<file path="config.mk">
export PLATFORM = sky130hd
export DESIGN_NAME = pio_top
export DESIGN_NICKNAME = d
export VERILOG_FILES = /design/src/pio_pkg.sv /design/src/pio_port_if.sv /design/src/pio_port_slice.sv /design/src/pio_top.sv
export SDC_FILE = /design/constraint.sdc
export NUM_CORES = 1
export LEC_CHECK = 0
export BUFFER_PORTS_ARGS = -buffer_cell sky130_fd_sc_hd__buf_2
export CAP_MARGIN = 30
export CORE_MARGIN = 4
export CORE_UTILIZATION = 54
export DETAILED_ROUTE_END_ITERATION = 7
export GPL_TIMING_DRIVEN = 0
export PLACE_DENSITY = 0.86
export SYNTH_ARGS = -nofsm -noshare
export SYNTH_HDL_FRONTEND = slang
export SYNTH_SLANG_ARGS = --single-unit
export TNS_END_PERCENT = 1
</file>
<file path="constraint.sdc">
create_clock -name clk -period 5.26 [get_ports clk]
set_clock_uncertainty 0.05 [all_clocks]
set_input_delay 1.315 -clock clk [delete_from_list [all_inputs] [get_ports clk]]
set_output_delay 1.315 -clock clk [all_outputs]
set_load 0.1 [all_outputs]
</file>
<file path="src/pio_pkg.sv">
// Package for the port I/O pin function block: register indices, reset values, modes.
// Assumes a plain byte-wide register port; each register sits at its own index.
package pio_pkg;
	localparam int unsigned DATA_W = 8;
	localparam int unsigned ADDR_W = 4;
	// Register indices
	localparam logic [3:0] ADDR_P1_DIR = 4'h0;
	localparam logic [3:0] ADDR_P1_LATCH = 4'h1;
	localparam logic [3:0] ADDR_P3_DIR = 4'h2;
	localparam logic [3:0] ADDR_P3_LATCH = 4'h3;
	localparam logic [3:0] ADDR_PB_DIR = 4'h4;
	localparam logic [3:0] ADDR_PB_LATCH = 4'h5;
	localparam logic [3:0] ADDR_PULSE_EN = 4'h6;
	localparam logic [3:0] ADDR_MODE = 4'h7;
	// Reset values and fixed read-back values
	localparam logic [7:0] RST_ALL_ONE = 8'hFF;
	localparam logic [7:0] RST_ALL_ZERO = 8'h00;
	localparam logic [7:0] READ_WO = 8'hFF;
	localparam logic [7:0] READ_UNMAPPED = 8'h00;
	// Operating mode boundaries
	localparam logic [2:0] MODE_LAST_WIDE_DIR = 3'h4;
	localparam logic [2:0] MODE_LAST_EXPANDED = 3'h5;
	// Port B bit positions
	localparam int unsigned PB_TIMER_BIT = 3;
	localparam int unsigned PB_PULSE_LO = 4;
	typedef enum logic [1:0] {
		PIO_PIN_IN,
		PIO_PIN_GP_OUT,
		PIO_PIN_PULSE_OUT,
		PIO_PIN_TIMER_OUT
	} pio_pin_fn_t;
endpackage

</file>
<file path="src/pio_port_if.sv">
// Interface carrying one port's latch, direction and pin levels between modules.
// Assumes the top drives the register side and the port slice drives the pin side.
`timescale 1ns/10ps
interface pio_port_if #(parameter int W = 8);
	logic [W-1:0] latch;
	logic [W-1:0] dir;
	logic [W-1:0] pin_in;
	logic [W-1:0] pin_out;
	logic [W-1:0] pin_oe_b;
	logic [W-1:0] readback;
	modport regs (output latch, dir, input readback);
	modport pins (input latch, dir, pin_in, output pin_out, pin_oe_b, readback);
endinterface

</file>
<file path="src/pio_port_slice.sv">
// One port: drives pins from latch/direction and builds the read-back value.
// Assumes direction and latch come from flip-flops in the top module.
`timescale 1ns/10ps
module pio_port_slice #(
	parameter int W = 8
) (
	// Port bundle
	pio_port_if.pins port
);
	initial begin
		if (W < 1 || W > 8) begin
			$error("pio_port_slice: width out of range");
		end
	end

	genvar i;
	generate
		for (i = 0; i < W; i++) begin : g_bit
			assign port.pin_out[i] = port.latch[i];
			assign port.pin_oe_b[i] = ~port.dir[i];
			// Output pins read back the latch, inputs the live level
			assign port.readback[i] = port.dir[i] ? port.latch[i] : port.pin_in[i];
		end
	endgenerate
endmodule

</file>
<file path="src/pio_top.sv">
// Top of the port I/O pin function block: registers, modes, port B pin selection.
// Assumes single-cycle strobes, synchronous pins, and a mode input steady outside reset.
`timescale 1ns/10ps

// Functional notes
// - Port 1 direction resets to all ones in modes 1-4, zeros in 5-7.
// - Output pins keep driving through software standby; direction is retained.
// - Port 1 output pins are driven from the port 1 output latch.
// - Port 1 and 3 data reads return latch where direction is 1, pin level where 0; port B reads its latch.
// - Port 1 and 3 latches clear on reset or hardware standby only.
// - Port 3 direction is write-only and reads as all ones.
// - Modes 1-5 make port 3 the external data bus, ignoring direction.
// - Modes 6-7: port 3 pin outputs when direction 1, input when 0.
// - Port 3 direction clears on reset or hardware standby, kept in standby.
// - Port B pins 7-4: input, general output, or pulse-pattern output.
// - Port B pin 3 is timer compare output when level/select fields nonzero.
// - Port B pin 3 feeds the timer capture input when capture enabled.
module pio_top #(
	parameter int W = 8
) (
	// Clock and reset
	input wire logic clk,
	input wire logic rst_b,
	// Chip state
	input wire logic [2:0] op_mode,
	input wire logic hw_standby,
	input wire logic sw_standby,
	// Register port
	input wire logic [pio_pkg::ADDR_W-1:0] reg_addr,
	input wire logic [W-1:0] reg_wdata,
	input wire logic reg_wr,
	input wire logic reg_rd,
	output logic [W-1:0] reg_rdata,
	// Port 1 pins
	input wire logic [W-1:0] p1_pin_in,
	output logic [W-1:0] p1_pin_out,
	output logic [W-1:0] p1_pin_oe_b,
	// Port 3 pins and external data bus
	input wire logic [W-1:0] p3_pin_in,
	output logic [W-1:0] p3_pin_out,
	output logic [W-1:0] p3_pin_oe_b,
	input wire logic [W-1:0] ext_bus_wdata,
	input wire logic ext_bus_drive,
	output logic [W-1:0] ext_bus_rdata,
	// Port B pins
	input wire logic [W-1:0] pb_pin_in,
	output logic [W-1:0] pb_pin_out,
	output logic [W-1:0] pb_pin_oe_b,
	// Pulse-pattern and timer 3
	input wire logic [3:0] pulse_pattern_out,
	input wire logic [1:0] timer3_output_level_select,
	input wire logic [1:0] timer3_compare_output_select,
	input wire logic capture_input_enable,
	input wire logic timer3_compare_out,
	output logic timer3_capture_in
);
	initial begin
		if (W != 8) begin
			$error("pio_top: ports are fixed at eight bits");
		end
	end

	logic [W-1:0] port1_direction_reg;
	logic [W-1:0] port1_output_latch_reg;
	logic [W-1:0] port3_direction_reg;
	logic [W-1:0] port3_output_latch_reg;
	logic [W-1:0] portb_direction_reg;
	logic [W-1:0] portb_output_latch_reg;
	logic [3:0] pulse_output_enable_reg_b;
	logic [W-1:0] reg_rdata_next;
	logic init_req;
	logic wide_dir_mode;
	logic expanded_mode;
	logic timer3_pin_claim;
	logic mode_loaded_reg;

	pio_port_if #(.W(W)) p1_if();
	pio_port_if #(.W(W)) p3_if();

	function automatic logic wr_hit(input logic [3:0] a);
		wr_hit = reg_wr && (reg_addr == a);
	endfunction

	// Hardware standby initialises like reset; software standby changes nothing
	assign init_req = hw_standby;
	assign wide_dir_mode = (op_mode != 3'h0) && (op_mode <= pio_pkg::MODE_LAST_WIDE_DIR);
	assign expanded_mode = (op_mode != 3'h0) && (op_mode <= pio_pkg::MODE_LAST_EXPANDED);

	// Port 1 direction: mode value lands on the first edge after reset and on hardware standby
	always_ff @(posedge clk or negedge rst_b) begin
		if (!rst_b) begin
			port1_direction_reg <= pio_pkg::RST_ALL_ZERO;
		end else if (init_req) begin
			port1_direction_reg <= wide_dir_mode ? pio_pkg::RST_ALL_ONE : pio_pkg::RST_ALL_ZERO;
		end else if (wr_hit(pio_pkg::ADDR_P1_DIR)) begin
			port1_direction_reg <= reg_wdata;
		end else if (!mode_loaded_reg) begin
			// A write in the very first cycle wins; otherwise the mode value is stored here
			port1_direction_reg <= wide_dir_mode ? pio_pkg::RST_ALL_ONE : pio_pkg::RST_ALL_ZERO;
		end
	end

	// Async reset takes a constant; the mode value is applied on the first edge after release
	always_ff @(posedge clk or negedge rst_b) begin
		if (!rst_b) begin
			mode_loaded_reg <= 1'b0;
		end else begin
			mode_loaded_reg <= 1'b1;
		end
	end

	logic [W-1:0] port1_dir_eff;
	// Until the first edge the mode-dependent reset value is shown directly
	assign port1_dir_eff = mode_loaded_reg ? port1_direction_reg :
		(wide_dir_mode ? pio_pkg::RST_ALL_ONE : pio_pkg::RST_ALL_ZERO);

	logic first_edge_reg;
	always_ff @(posedge clk or negedge rst_b) begin
		if (!rst_b) begin
			first_edge_reg <= 1'b0;
		end else begin
			first_edge_reg <= mode_loaded_reg;
		end
	end

	always_ff @(posedge clk or negedge rst_b) begin
		if (!rst_b) begin
			port1_output_latch_reg <= pio_pkg::RST_ALL_ZERO;
		end else if (init_req) begin
			port1_output_latch_reg <= pio_pkg::RST_ALL_ZERO;
		end else if (wr_hit(pio_pkg::ADDR_P1_LATCH)) begin
			port1_output_latch_reg <= reg_wdata;
		end
	end

	always_ff @(posedge clk or negedge rst_b) begin
		if (!rst_b) begin
			port3_direction_reg <= pio_pkg::RST_ALL_ZERO;
		end else if (init_req) begin
			port3_direction_reg <= pio_pkg::RST_ALL_ZERO;
		end else if (wr_hit(pio_pkg::ADDR_P3_DIR)) begin
			port3_direction_reg <= reg_wdata;
		end
	end

	always_ff @(posedge clk or negedge rst_b) begin
		if (!rst_b) begin
			port3_output_latch_reg <= pio_pkg::RST_ALL_ZERO;
		end else if (init_req) begin
			port3_output_latch_reg <= pio_pkg::RST_ALL_ZERO;
		end else if (wr_hit(pio_pkg::ADDR_P3_LATCH)) begin
			port3_output_latch_reg <= reg_wdata;
		end
	end

	always_ff @(posedge clk or negedge rst_b) begin
		if (!rst_b) begin
			portb_direction_reg <= pio_pkg::RST_ALL_ZERO;
			portb_output_latch_reg <= pio_pkg::RST_ALL_ZERO;
			pulse_output_enable_reg_b <= 4'h0;
		end else if (init_req) begin
			portb_direction_reg <= pio_pkg::RST_ALL_ZERO;
			portb_output_latch_reg <= pio_pkg::RST_ALL_ZERO;
			pulse_output_enable_reg_b <= 4'h0;
		end else begin
			if (wr_hit(pio_pkg::ADDR_PB_DIR)) begin
				portb_direction_reg <= reg_wdata;
			end
			if (wr_hit(pio_pkg::ADDR_PB_LATCH)) begin
				portb_output_latch_reg <= reg_wdata;
			end
			if (wr_hit(pio_pkg::ADDR_PULSE_EN)) begin
				pulse_output_enable_reg_b <= reg_wdata[3:0];
			end
		end
	end

	// Port slices
	assign p1_if.latch = port1_output_latch_reg;
	assign p1_if.dir = port1_dir_eff;
	assign p1_if.pin_in = p1_pin_in;
	assign p3_if.latch = port3_output_latch_reg;
	assign p3_if.dir = port3_direction_reg;
	assign p3_if.pin_in = p3_pin_in;

	pio_port_slice #(.W(W)) u_p1 (
		.port(p1_if.pins)
	);
	pio_port_slice #(.W(W)) u_p3 (
		.port(p3_if.pins)
	);

	assign p1_pin_out = p1_if.pin_out;
	assign p1_pin_oe_b = p1_if.pin_oe_b;

	// Expanded modes hand port 3 to the data bus; direction register is ignored
	assign p3_pin_out = expanded_mode ? ext_bus_wdata : p3_if.pin_out;
	assign p3_pin_oe_b = expanded_mode ? {W{~ext_bus_drive}} : p3_if.pin_oe_b;
	assign ext_bus_rdata = expanded_mode ? p3_pin_in : pio_pkg::RST_ALL_ZERO;

	// Port B pin function selection
	assign timer3_pin_claim = (timer3_output_level_select != 2'h0) || (timer3_compare_output_select != 2'h0);

	function automatic pio_pkg::pio_pin_fn_t pb_fn(input logic dir, input logic pen);
		if (!dir) begin
			pb_fn = pio_pkg::PIO_PIN_IN;
		end else if (pen) begin
			pb_fn = pio_pkg::PIO_PIN_PULSE_OUT;
		end else begin
			pb_fn = pio_pkg::PIO_PIN_GP_OUT;
		end
	endfunction

	genvar k;
	generate
		for (k = 0; k < W; k++) begin : g_pb
			pio_pkg::pio_pin_fn_t fn;
			if (k >= pio_pkg::PB_PULSE_LO) begin : g_pulse
				assign fn = pb_fn(portb_direction_reg[k], pulse_output_enable_reg_b[k - pio_pkg::PB_PULSE_LO]);
			end else if (k == pio_pkg::PB_TIMER_BIT) begin : g_timer
				// Timer claim beats direction; pin 3 has no pulse enable
				assign fn = timer3_pin_claim ? pio_pkg::PIO_PIN_TIMER_OUT : pb_fn(portb_direction_reg[k], 1'b0);
			end else begin : g_plain
				assign fn = pb_fn(portb_direction_reg[k], 1'b0);
			end
			always_comb begin
				unique case (fn)
					pio_pkg::PIO_PIN_IN: begin
						pb_pin_out[k] = portb_output_latch_reg[k];
						pb_pin_oe_b[k] = 1'b1;
					end
					pio_pkg::PIO_PIN_GP_OUT: begin
						pb_pin_out[k] = portb_output_latch_reg[k];
						pb_pin_oe_b[k] = 1'b0;
					end
					pio_pkg::PIO_PIN_PULSE_OUT: begin
						pb_pin_out[k] = (k >= pio_pkg::PB_PULSE_LO) ? pulse_pattern_out[k % 4] : 1'b0;
						pb_pin_oe_b[k] = 1'b0;
					end
					pio_pkg::PIO_PIN_TIMER_OUT: begin
						pb_pin_out[k] = timer3_compare_out;
						pb_pin_oe_b[k] = 1'b0;
					end
				endcase
			end
		end
	endgenerate

	assign timer3_capture_in = capture_input_enable & pb_pin_in[pio_pkg::PB_TIMER_BIT];

	// Read data, one cycle after the strobe
	always_comb begin
		reg_rdata_next = pio_pkg::READ_UNMAPPED;
		unique case (reg_addr)
			pio_pkg::ADDR_P1_DIR: reg_rdata_next = port1_dir_eff;
			pio_pkg::ADDR_P1_LATCH: reg_rdata_next = p1_if.readback;
			pio_pkg::ADDR_P3_DIR: reg_rdata_next = pio_pkg::READ_WO;
			pio_pkg::ADDR_P3_LATCH: reg_rdata_next = p3_if.readback;
			pio_pkg::ADDR_PB_DIR: reg_rdata_next = portb_direction_reg;
			pio_pkg::ADDR_PB_LATCH: reg_rdata_next = portb_output_latch_reg;
			pio_pkg::ADDR_PULSE_EN: reg_rdata_next = {4'h0, pulse_output_enable_reg_b};
			pio_pkg::ADDR_MODE: reg_rdata_next = {5'h00, op_mode};
			default: reg_rdata_next = pio_pkg::READ_UNMAPPED;
		endcase
	end

	always_ff @(posedge clk or negedge rst_b) begin
		if (!rst_b) begin
			reg_rdata <= pio_pkg::RST_ALL_ZERO;
		end else if (reg_rd) begin
			reg_rdata <= reg_rdata_next;
		end else begin
			reg_rdata <= pio_pkg::RST_ALL_ZERO;
		end
	end

	// Assertions
	AST_P1_DIR_INIT: assert property (@(posedge clk) disable iff (!rst_b)
		hw_standby |=> port1_direction_reg == ($past(wide_dir_mode) ? 8'hFF : 8'h00))
		else $error("port 1 direction init value wrong");
	AST_SW_STANDBY_HOLD: assert property (@(posedge clk) disable iff (!rst_b)
		(sw_standby && !hw_standby && !reg_wr) |=> $stable(p1_pin_oe_b) && $stable(port3_direction_reg))
		else $error("standby lost pin state");
	AST_P1_DRIVE: assert property (@(posedge clk) disable iff (!rst_b)
		p1_pin_out == port1_output_latch_reg)
		else $error("port 1 pin not from latch");
	AST_P3_READBACK: assert property (@(posedge clk) disable iff (!rst_b)
		(reg_rd && reg_addr == pio_pkg::ADDR_P3_LATCH) |=>
		reg_rdata == (($past(port3_direction_reg) & $past(port3_output_latch_reg)) |
		(~$past(port3_direction_reg) & $past(p3_pin_in))))
		else $error("port 3 readback mux wrong");
	AST_LATCH_CLEAR: assert property (@(posedge clk) disable iff (!rst_b)
		hw_standby |=> port1_output_latch_reg == 8'h00 && port3_output_latch_reg == 8'h00)
		else $error("latch not cleared");
	AST_P3_DIR_READ: assert property (@(posedge clk) disable iff (!rst_b)
		(reg_rd && reg_addr == pio_pkg::ADDR_P3_DIR) |=> reg_rdata == 8'hFF)
		else $error("write-only read not ones");
	AST_P3_BUS: assert property (@(posedge clk) disable iff (!rst_b)
		expanded_mode |-> p3_pin_out == ext_bus_wdata)
		else $error("port 3 not data bus");
	AST_P3_SINGLE: assert property (@(posedge clk) disable iff (!rst_b)
		!expanded_mode |-> p3_pin_oe_b == ~port3_direction_reg)
		else $error("port 3 direction ignored");
	AST_P3_DIR_CLEAR: assert property (@(posedge clk) disable iff (!rst_b)
		hw_standby |=> port3_direction_reg == 8'h00)
		else $error("port 3 direction not cleared");
	AST_PB_PULSE: assert property (@(posedge clk) disable iff (!rst_b)
		(portb_direction_reg[7] && pulse_output_enable_reg_b[3]) |-> !pb_pin_oe_b[7] && pb_pin_out[7] == pulse_pattern_out[3])
		else $error("pulse output not selected");
	AST_PB_TIMER: assert property (@(posedge clk) disable iff (!rst_b)
		timer3_pin_claim |-> !pb_pin_oe_b[3] && pb_pin_out[3] == timer3_compare_out)
		else $error("timer output not selected");
	AST_CAPTURE: assert property (@(posedge clk) disable iff (!rst_b)
		capture_input_enable |-> timer3_capture_in == pb_pin_in[3])
		else $error("capture input not fed");
	AST_WRITE_TIMING: assert property (@(posedge clk) disable iff (!rst_b)
		(reg_wr && reg_addr == pio_pkg::ADDR_P1_LATCH && !hw_standby) |=> p1_pin_out == $past(reg_wdata))
		else $error("write did not reach pins");
	AST_P1_DIR_FIRST: assert property (@(posedge clk) disable iff (!rst_b)
		($rose(mode_loaded_reg) && !$past(reg_wr)) |-> port1_direction_reg == (wide_dir_mode ? 8'hFF : 8'h00))
		else $error("port 1 direction not set from mode after reset");
	AST_P1_READBACK: assert property (@(posedge clk) disable iff (!rst_b)
		(reg_rd && reg_addr == pio_pkg::ADDR_P1_LATCH) |=>
		reg_rdata == (($past(port1_dir_eff) & $past(port1_output_latch_reg)) |
		(~$past(port1_dir_eff) & $past(p1_pin_in))))
		else $error("port 1 readback mux wrong");
	AST_PB_GP_OUT: assert property (@(posedge clk) disable iff (!rst_b)
		(portb_direction_reg[6] && !pulse_output_enable_reg_b[2]) |-> !pb_pin_oe_b[6] && pb_pin_out[6] == portb_output_latch_reg[6])
		else $error("general output not selected");
	AST_PB3_INPUT: assert property (@(posedge clk) disable iff (!rst_b)
		(!timer3_pin_claim && !portb_direction_reg[3]) |-> pb_pin_oe_b[3])
		else $error("port B pin 3 driven while input");
	AST_EXT_BUS_READ: assert property (@(posedge clk) disable iff (!rst_b)
		expanded_mode |-> ext_bus_rdata == p3_pin_in)
		else $error("data bus read not from port 3 pins");

	COV_P3_WRITE_READ: cover property (@(posedge clk) disable iff (!rst_b)
		reg_wr && reg_addr == pio_pkg::ADDR_P3_LATCH ##1 reg_rd && reg_addr == pio_pkg::ADDR_P3_LATCH);
	COV_TIMER_CLAIM: cover property (@(posedge clk) disable iff (!rst_b) timer3_pin_claim && portb_direction_reg[3]);
	COV_HW_STANDBY: cover property (@(posedge clk) disable iff (!rst_b) hw_standby ##1 !hw_standby);
	COV_EXPANDED: cover property (@(posedge clk) disable iff (!rst_b) expanded_mode && ext_bus_drive);
	COV_SW_STANDBY: cover property (@(posedge clk) disable iff (!rst_b) sw_standby && first_edge_reg);
endmodule

</file>
Word-level counts from Yosys, hierarchy flattened

Index checks and enable logic that the tools add are counted.

Flip-flop bits (word level): 61
Input bits: 64
Output and inout port bits: 65
Logic and storage cells: 170

$lt $le $gt $ge: 2
Equal/unequal tests: 31
Multiplexer cells: 66
Bitwise gates (word level): 18
Reduce and logical (&&, ||, !) cells: 44

Operator list:

| cell                                                                   | number |
|---|---|
| 8-bit two-way mux                                                      | 18 |
| 8-bit one-hot mux with 8 select lines                                  | 1 |
| 2-bit equality test (second input constant)                            | 16 |
| 1-bit one-hot mux with 3 select lines                                  | 8 |
| 3-bit OR reduction                                                     | 8 |
| 1-bit two-way mux                                                      | 20 |
| 2-bit two-way mux                                                      | 9 |
| 1-bit inverter                                                         | 17 |
| 2-bit by 1-bit equality test with 1-bit output (second input constant) | 8 |
| 4-bit by 3-bit equality test with 1-bit output (second input constant) | 4 |
| 2-bit logical NOT                                                      | 8 |
| 1-bit one-hot mux with 2 select lines                                  | 8 |
| 2-bit nonzero test                                                     | 8 |
| 2-bit OR reduction                                                     | 8 |
| 1-bit logical AND                                                      | 9 |
| 4-bit by 2-bit equality test with 1-bit output (second input constant) | 2 |
| 4-bit two-way mux                                                      | 2 |
| 3-bit less-or-equal comparator (second input constant)                 | 2 |
| 4-bit by 1-bit equality test with 1-bit output (second input constant) | 1 |
| 4-bit logical NOT                                                      | 1 |
| 3-bit nonzero test                                                     | 1 |
| 1-bit bitwise AND                                                      | 1 |
| 1-bit logical OR                                                       | 1 |

Depth between registers and ports, before layout

Depth in word-level cells: 7
Mapped depth: 7
Gate-level depth less buffers: 7

Cells and area by module

A second synthesis with hierarchy kept.

Cell total of the unflattened synthesis: 411
Area, all modules: 3774.9 um^2

By module, submodules not included:

| module         | instances | cells an instance | area each (um^2) | sequential area each (um^2) |
|---|---|---|---|---|
| pio_top        | 1         | 363               | 3354.5           | 1526.5 |
| pio_port_slice | 2         | 24                | 210.2            | 0.0 |

Least setup slack after synthesis

OpenSTA, ideal clock, no wires.

Path kind: input to output
From: input op_mode[2]
To: output p3_pin_oe_b[0]
Arrival: 3449 ps
Required time: 3895 ps
Path slack: 446 ps
Stages on the path: 5
Buffers on the path: 1
Cell sequence: inv_1 -> ha_1 -> a21o_1 -> clkbuf_1 -> a21oi_1

Longest elaborated chain between the ends: 3
Elaborated cells between the ends (all ways): 4
Classes of those cells: order compare (1); mux (1); reduce/logical (2)

Ends and longest elaborated chain:

| item                                                                 | line           | text |
|---|---|---|
| from (decl)                                                          | pio_top.sv:25  | `input wire logic [2:0] op_mode,` |
| 3-bit less-or-equal comparator or 3-bit nonzero test (tied branches) | pio_top.sv:87  | `assign expanded_mode = (op_mode != 3'h0) && (op_mode <= pio_pkg::MODE_LAST_EXPANDED);` |
| 1-bit logical AND (*)                                                | pio_top.sv:87  |  |
| 8-bit two-way mux (*)                                                | pio_top.sv:198 | `assign p3_pin_oe_b = expanded_mode ? {W{~ext_bus_drive}} : p3_if.pin_oe_b;` |
| to (decl)                                                            | pio_top.sv:41  | `output logic [W-1:0] p3_pin_oe_b,` |

Every way passes the cells marked *; elsewhere a longest branch is shown, timed or not.

Final worst setup path

From: input op_mode[2]
To: output p3_pin_out[3]

Longest elaborated chain between the ends: 3
Elaborated cells between the ends (all ways): 4
Classes of those cells: order compare (1); mux (1); reduce/logical (2)

Ends and longest elaborated chain:

| item                                                                 | line           | text |
|---|---|---|
| 3-bit less-or-equal comparator or 3-bit nonzero test (tied branches) | pio_top.sv:87  |  |
| 1-bit logical AND (*)                                                | pio_top.sv:87  |  |
| 8-bit two-way mux (*)                                                | pio_top.sv:197 | `assign p3_pin_out = expanded_mode ? ext_bus_wdata : p3_if.pin_out;` |
| to (decl)                                                            | pio_top.sv:40  | `output logic [W-1:0] p3_pin_out,` |

Marked as above.

==> flow_metrics.env <==
export IMPL_path_max_fanout=10
export IMPL_cts_buffers=9
export IMPL_n_fill_cell=517
export IMPL_grt_pass1_wl_um=16500
export IMPL_grt_ovfl_total=0
export IMPL_cts_tree="yes"
export IMPL_hpwl_um=8170
export IMPL_cp_required_ns=3.89
export IMPL_cp_num_cells=8
export IMPL_setup_ws_ns=0.827
export IMPL_power_density_mw_per_mm2=286
export IMPL_fin_nets=568
export IMPL_syn_to_final_growth_pct=24.5
export IMPL_cpMaxStageDelayCell="buf_2"
export IMPL_clk_pin_slew_ns=0.06
export IMPL_maxCapViolations=0
export IMPL_n_antenna_cell=0
export IMPL_die_y_um=88.7
export IMPL_crit_path_max_incr_delay_ns=0.42
export IMPL_ys_seq_area_frac=0.434
export IMPL_place_congestion=0.911
export IMPL_io_pins=129
export IMPL_clk_latency_ns=0.34
export IMPL_r2r_slack_ns=3.45
export IMPL_syn_nets=440
export IMPL_vias=3334
export IMPL_hold_class="reg -> reg"
export IMPL_ys_async_sr_fraction=1.00
export IMPL_worst_r2r_path_depth=5
export IMPL_drv_slew=0
export IMPL_start_util=0.553
export IMPL_holdPathEnd="p1_if.latch[5]$_DFFE_PN0P_"
export IMPL_fin_hold_ws_ns=0.488
export IMPL_finalCritPeriodShare=0.843
export IMPL_synth_cell_area_sq_mm=0.00351
export IMPL_drc_errors=0
export IMPL_grt_start_max_net_pins=37
export IMPL_netlist_cell_type_count=45
export IMPL_slew_headroom=0.446
export IMPL_synth_seq_cells=61
export IMPL_clockBufferDepth=2
export IMPL_synthCells=375
export IMPL_dominantRegCellSynth="dfrtp_1"
export IMPL_cts_sinks=61
export IMPL_layout_min_cycle_time_ns=4.43
export IMPL_setup_viol=0
export IMPL_path_buf_inv=4
export IMPL_cp_top_family="buffers and inverters"
export IMPL_via_per_inst=5.72
export IMPL_gr_usage_all_layers=0.280
export IMPL_die_area_sq_mm=0.00786
export IMPL_path_cells="buf_2 -> inv_1 -> ha_1 -> a21oi_1 -> clkbuf_1 -> nand2_1 -> nand2_1 -> buf_2"
export IMPL_rr_endpoint="reg_rdata[3]$_DFF_PN0_"
export IMPL_critPathCaptureType="output pin"
export IMPL_fp_coreArea_sq_mm=0.00635
export IMPL_stdcell_count=583
export IMPL_total_power_mw=1.25
export IMPL_yosysWarnings=0
export IMPL_synth_edff_count=0
export IMPL_dpl_worst_slack_ns=0.838
export IMPL_reg2reg_from="mode_loaded_reg$_DFF_PN0_"
export IMPL_grt_pass1_vias=3187
export IMPL_status="finished clean"
export IMPL_hp_start="p1_if.latch[5]$_DFFE_PN0P_"
export IMPL_crit_arrival_ns=3.07
export IMPL_finalHoldViolCount=0
export IMPL_start_kind="primary input"
export IMPL_max_vdd_ir_drop_mv=0.194
export IMPL_dr_pass1_iters=5
export IMPL_fmax_mhz=226
export IMPL_initialDrtViolationCount=230
export IMPL_post_cts_resized=0
export IMPL_leakage_nw=2.32
export IMPL_cts_setup_buffers=0
export IMPL_numPlacedInstances=569
export IMPL_io_buffers=116
export IMPL_worstSetupPathType="in -> out"
export IMPL_finalSetupTns_ns=0
export IMPL_drt_wirelength_per_cell_um=18.1
export IMPL_die_x_um=88.7
export IMPL_hold_buffers=0
export IMPL_drive_above_1_share=0.316
export IMPL_layout_commonest_cell="buf_2"
export IMPL_syn_avg_cell_area_sq_um=9.37
export IMPL_tightest_slew_ns=0.830
export IMPL_rsz0062_at_grt="false"
export IMPL_rows=29
export IMPL_wirelength_um=10600
export IMPL_antenna_found_initial=0
export IMPL_whs_path_depth=2
export IMPL_ant_nets=0
export IMPL_root_buffer="clkbuf_8"
export IMPL_layout_common_cells="122 x buf_2, 63 x mux2i_1, 61 x dfrtp_1"
export IMPL_htreeDepth=3
worst register-to-register path, cell delays in order (launching register included):
cell	delay [ns]
dfrtp_1	0.32
buf_2	0.23
mux2i_1	0.39
mux2_2	0.39
a21oi_1	0.16
a31oi_1	0.13
cell families after synthesis:
kind of cell	count (synthesis)	share of synthesized area
multiplexers	69	0.199
AND/OR/NAND/NOR	147	0.204
buffers and inverters	39	0.0548
adder cells (fa/ha/maj)	1	0.00356
other	1	0.00107
flip-flops	61	0.434
AO/OA/AOI/OAI	57	0.103
final cells by class:
type | instances | area, sq um | area share
clock buffer | 12 | 155 | 0.0354
tap | 77 | 96.3 | 0.0220
inverter | 14 | 52.6 | 0.0120
buffer | 25 | 140 | 0.0320
sequential | 61 | 1530 | 0.349
multi-input combinational | 275 | 1800 | 0.410
clock inverter | 2 | 10.0 | 0.00229
timing repair buffer | 117 | 601 | 0.137
through the flow:
stage / instance area (sq um) / utilization
after floorplan: 3510 / -
after global placement: 4190 / 0.660
after detailed placement: 4210 / 0.663
after CTS: 4380 / 0.689
after global routing: 4380 / 0.689
final: 4380 / 0.689
worst max path at each step:
stage | to | from | slack (ns)
floorplan | p3_pin_oe_b[0] | op_mode[2] | 0.45
global placement | ext_bus_rdata[6] | op_mode[2] | 0.89
detailed placement | ext_bus_rdata[6] | op_mode[2] | 0.84
CTS | ext_bus_rdata[6] | op_mode[2] | 0.84
global route | ext_bus_rdata[6] | op_mode[2] | 0.65
finish | p3_pin_out[3] | op_mode[2] | 0.83
cells in the mapped netlist, types with 2 or more instances:
cell type,count,area (sq um)
nand3_2,2,20.0
nor3_1,3,15.0
mux2_2,6,67.6
and3_1,2,12.5
a21oi_1,22,110
mux2i_1,63,631
nand2b_1,4,25.0
nand3_1,8,40.0
buf_6,2,22.5
and2_0,2,12.5
inv_1,14,52.6
a221oi_1,2,17.5
dfrtp_1,61,1530
o21ai_0,8,40.0
buf_2,6,30.0
o31ai_1,6,45.0
nor2b_1,4,25.0
nand2_1,50,188
a31oi_1,3,18.8
nor2_1,47,176
buf_4,6,45.0
clkbuf_1,9,33.8
o22ai_1,3,18.8
and2_1,14,87.6
o221ai_1,6,52.6
a211oi_1,3,22.5
power by group:
group / total, mW / internal [mW] / switching, mW / leakage (nW)
logic: 0.393 / 0.0786 / 0.314 / 1.40
clock network: 0.368 / 0.190 / 0.178 / 0.0881
registers: 0.491 / 0.484 / 0.00695 / 0.830
routing by layer:
metal / global-route usage / routed length [um] / vias to the layer above
li1: - / - / 1548
met1: 0.378 / 4420 / 1603
met2: 0.443 / 5020 / 155
met3: 0.0596 / 827 / 28
met4: 0.104 / 287 / 0
met5: 0 / 0 / -
No activity file was read; power rests on OpenSTA's default activity.
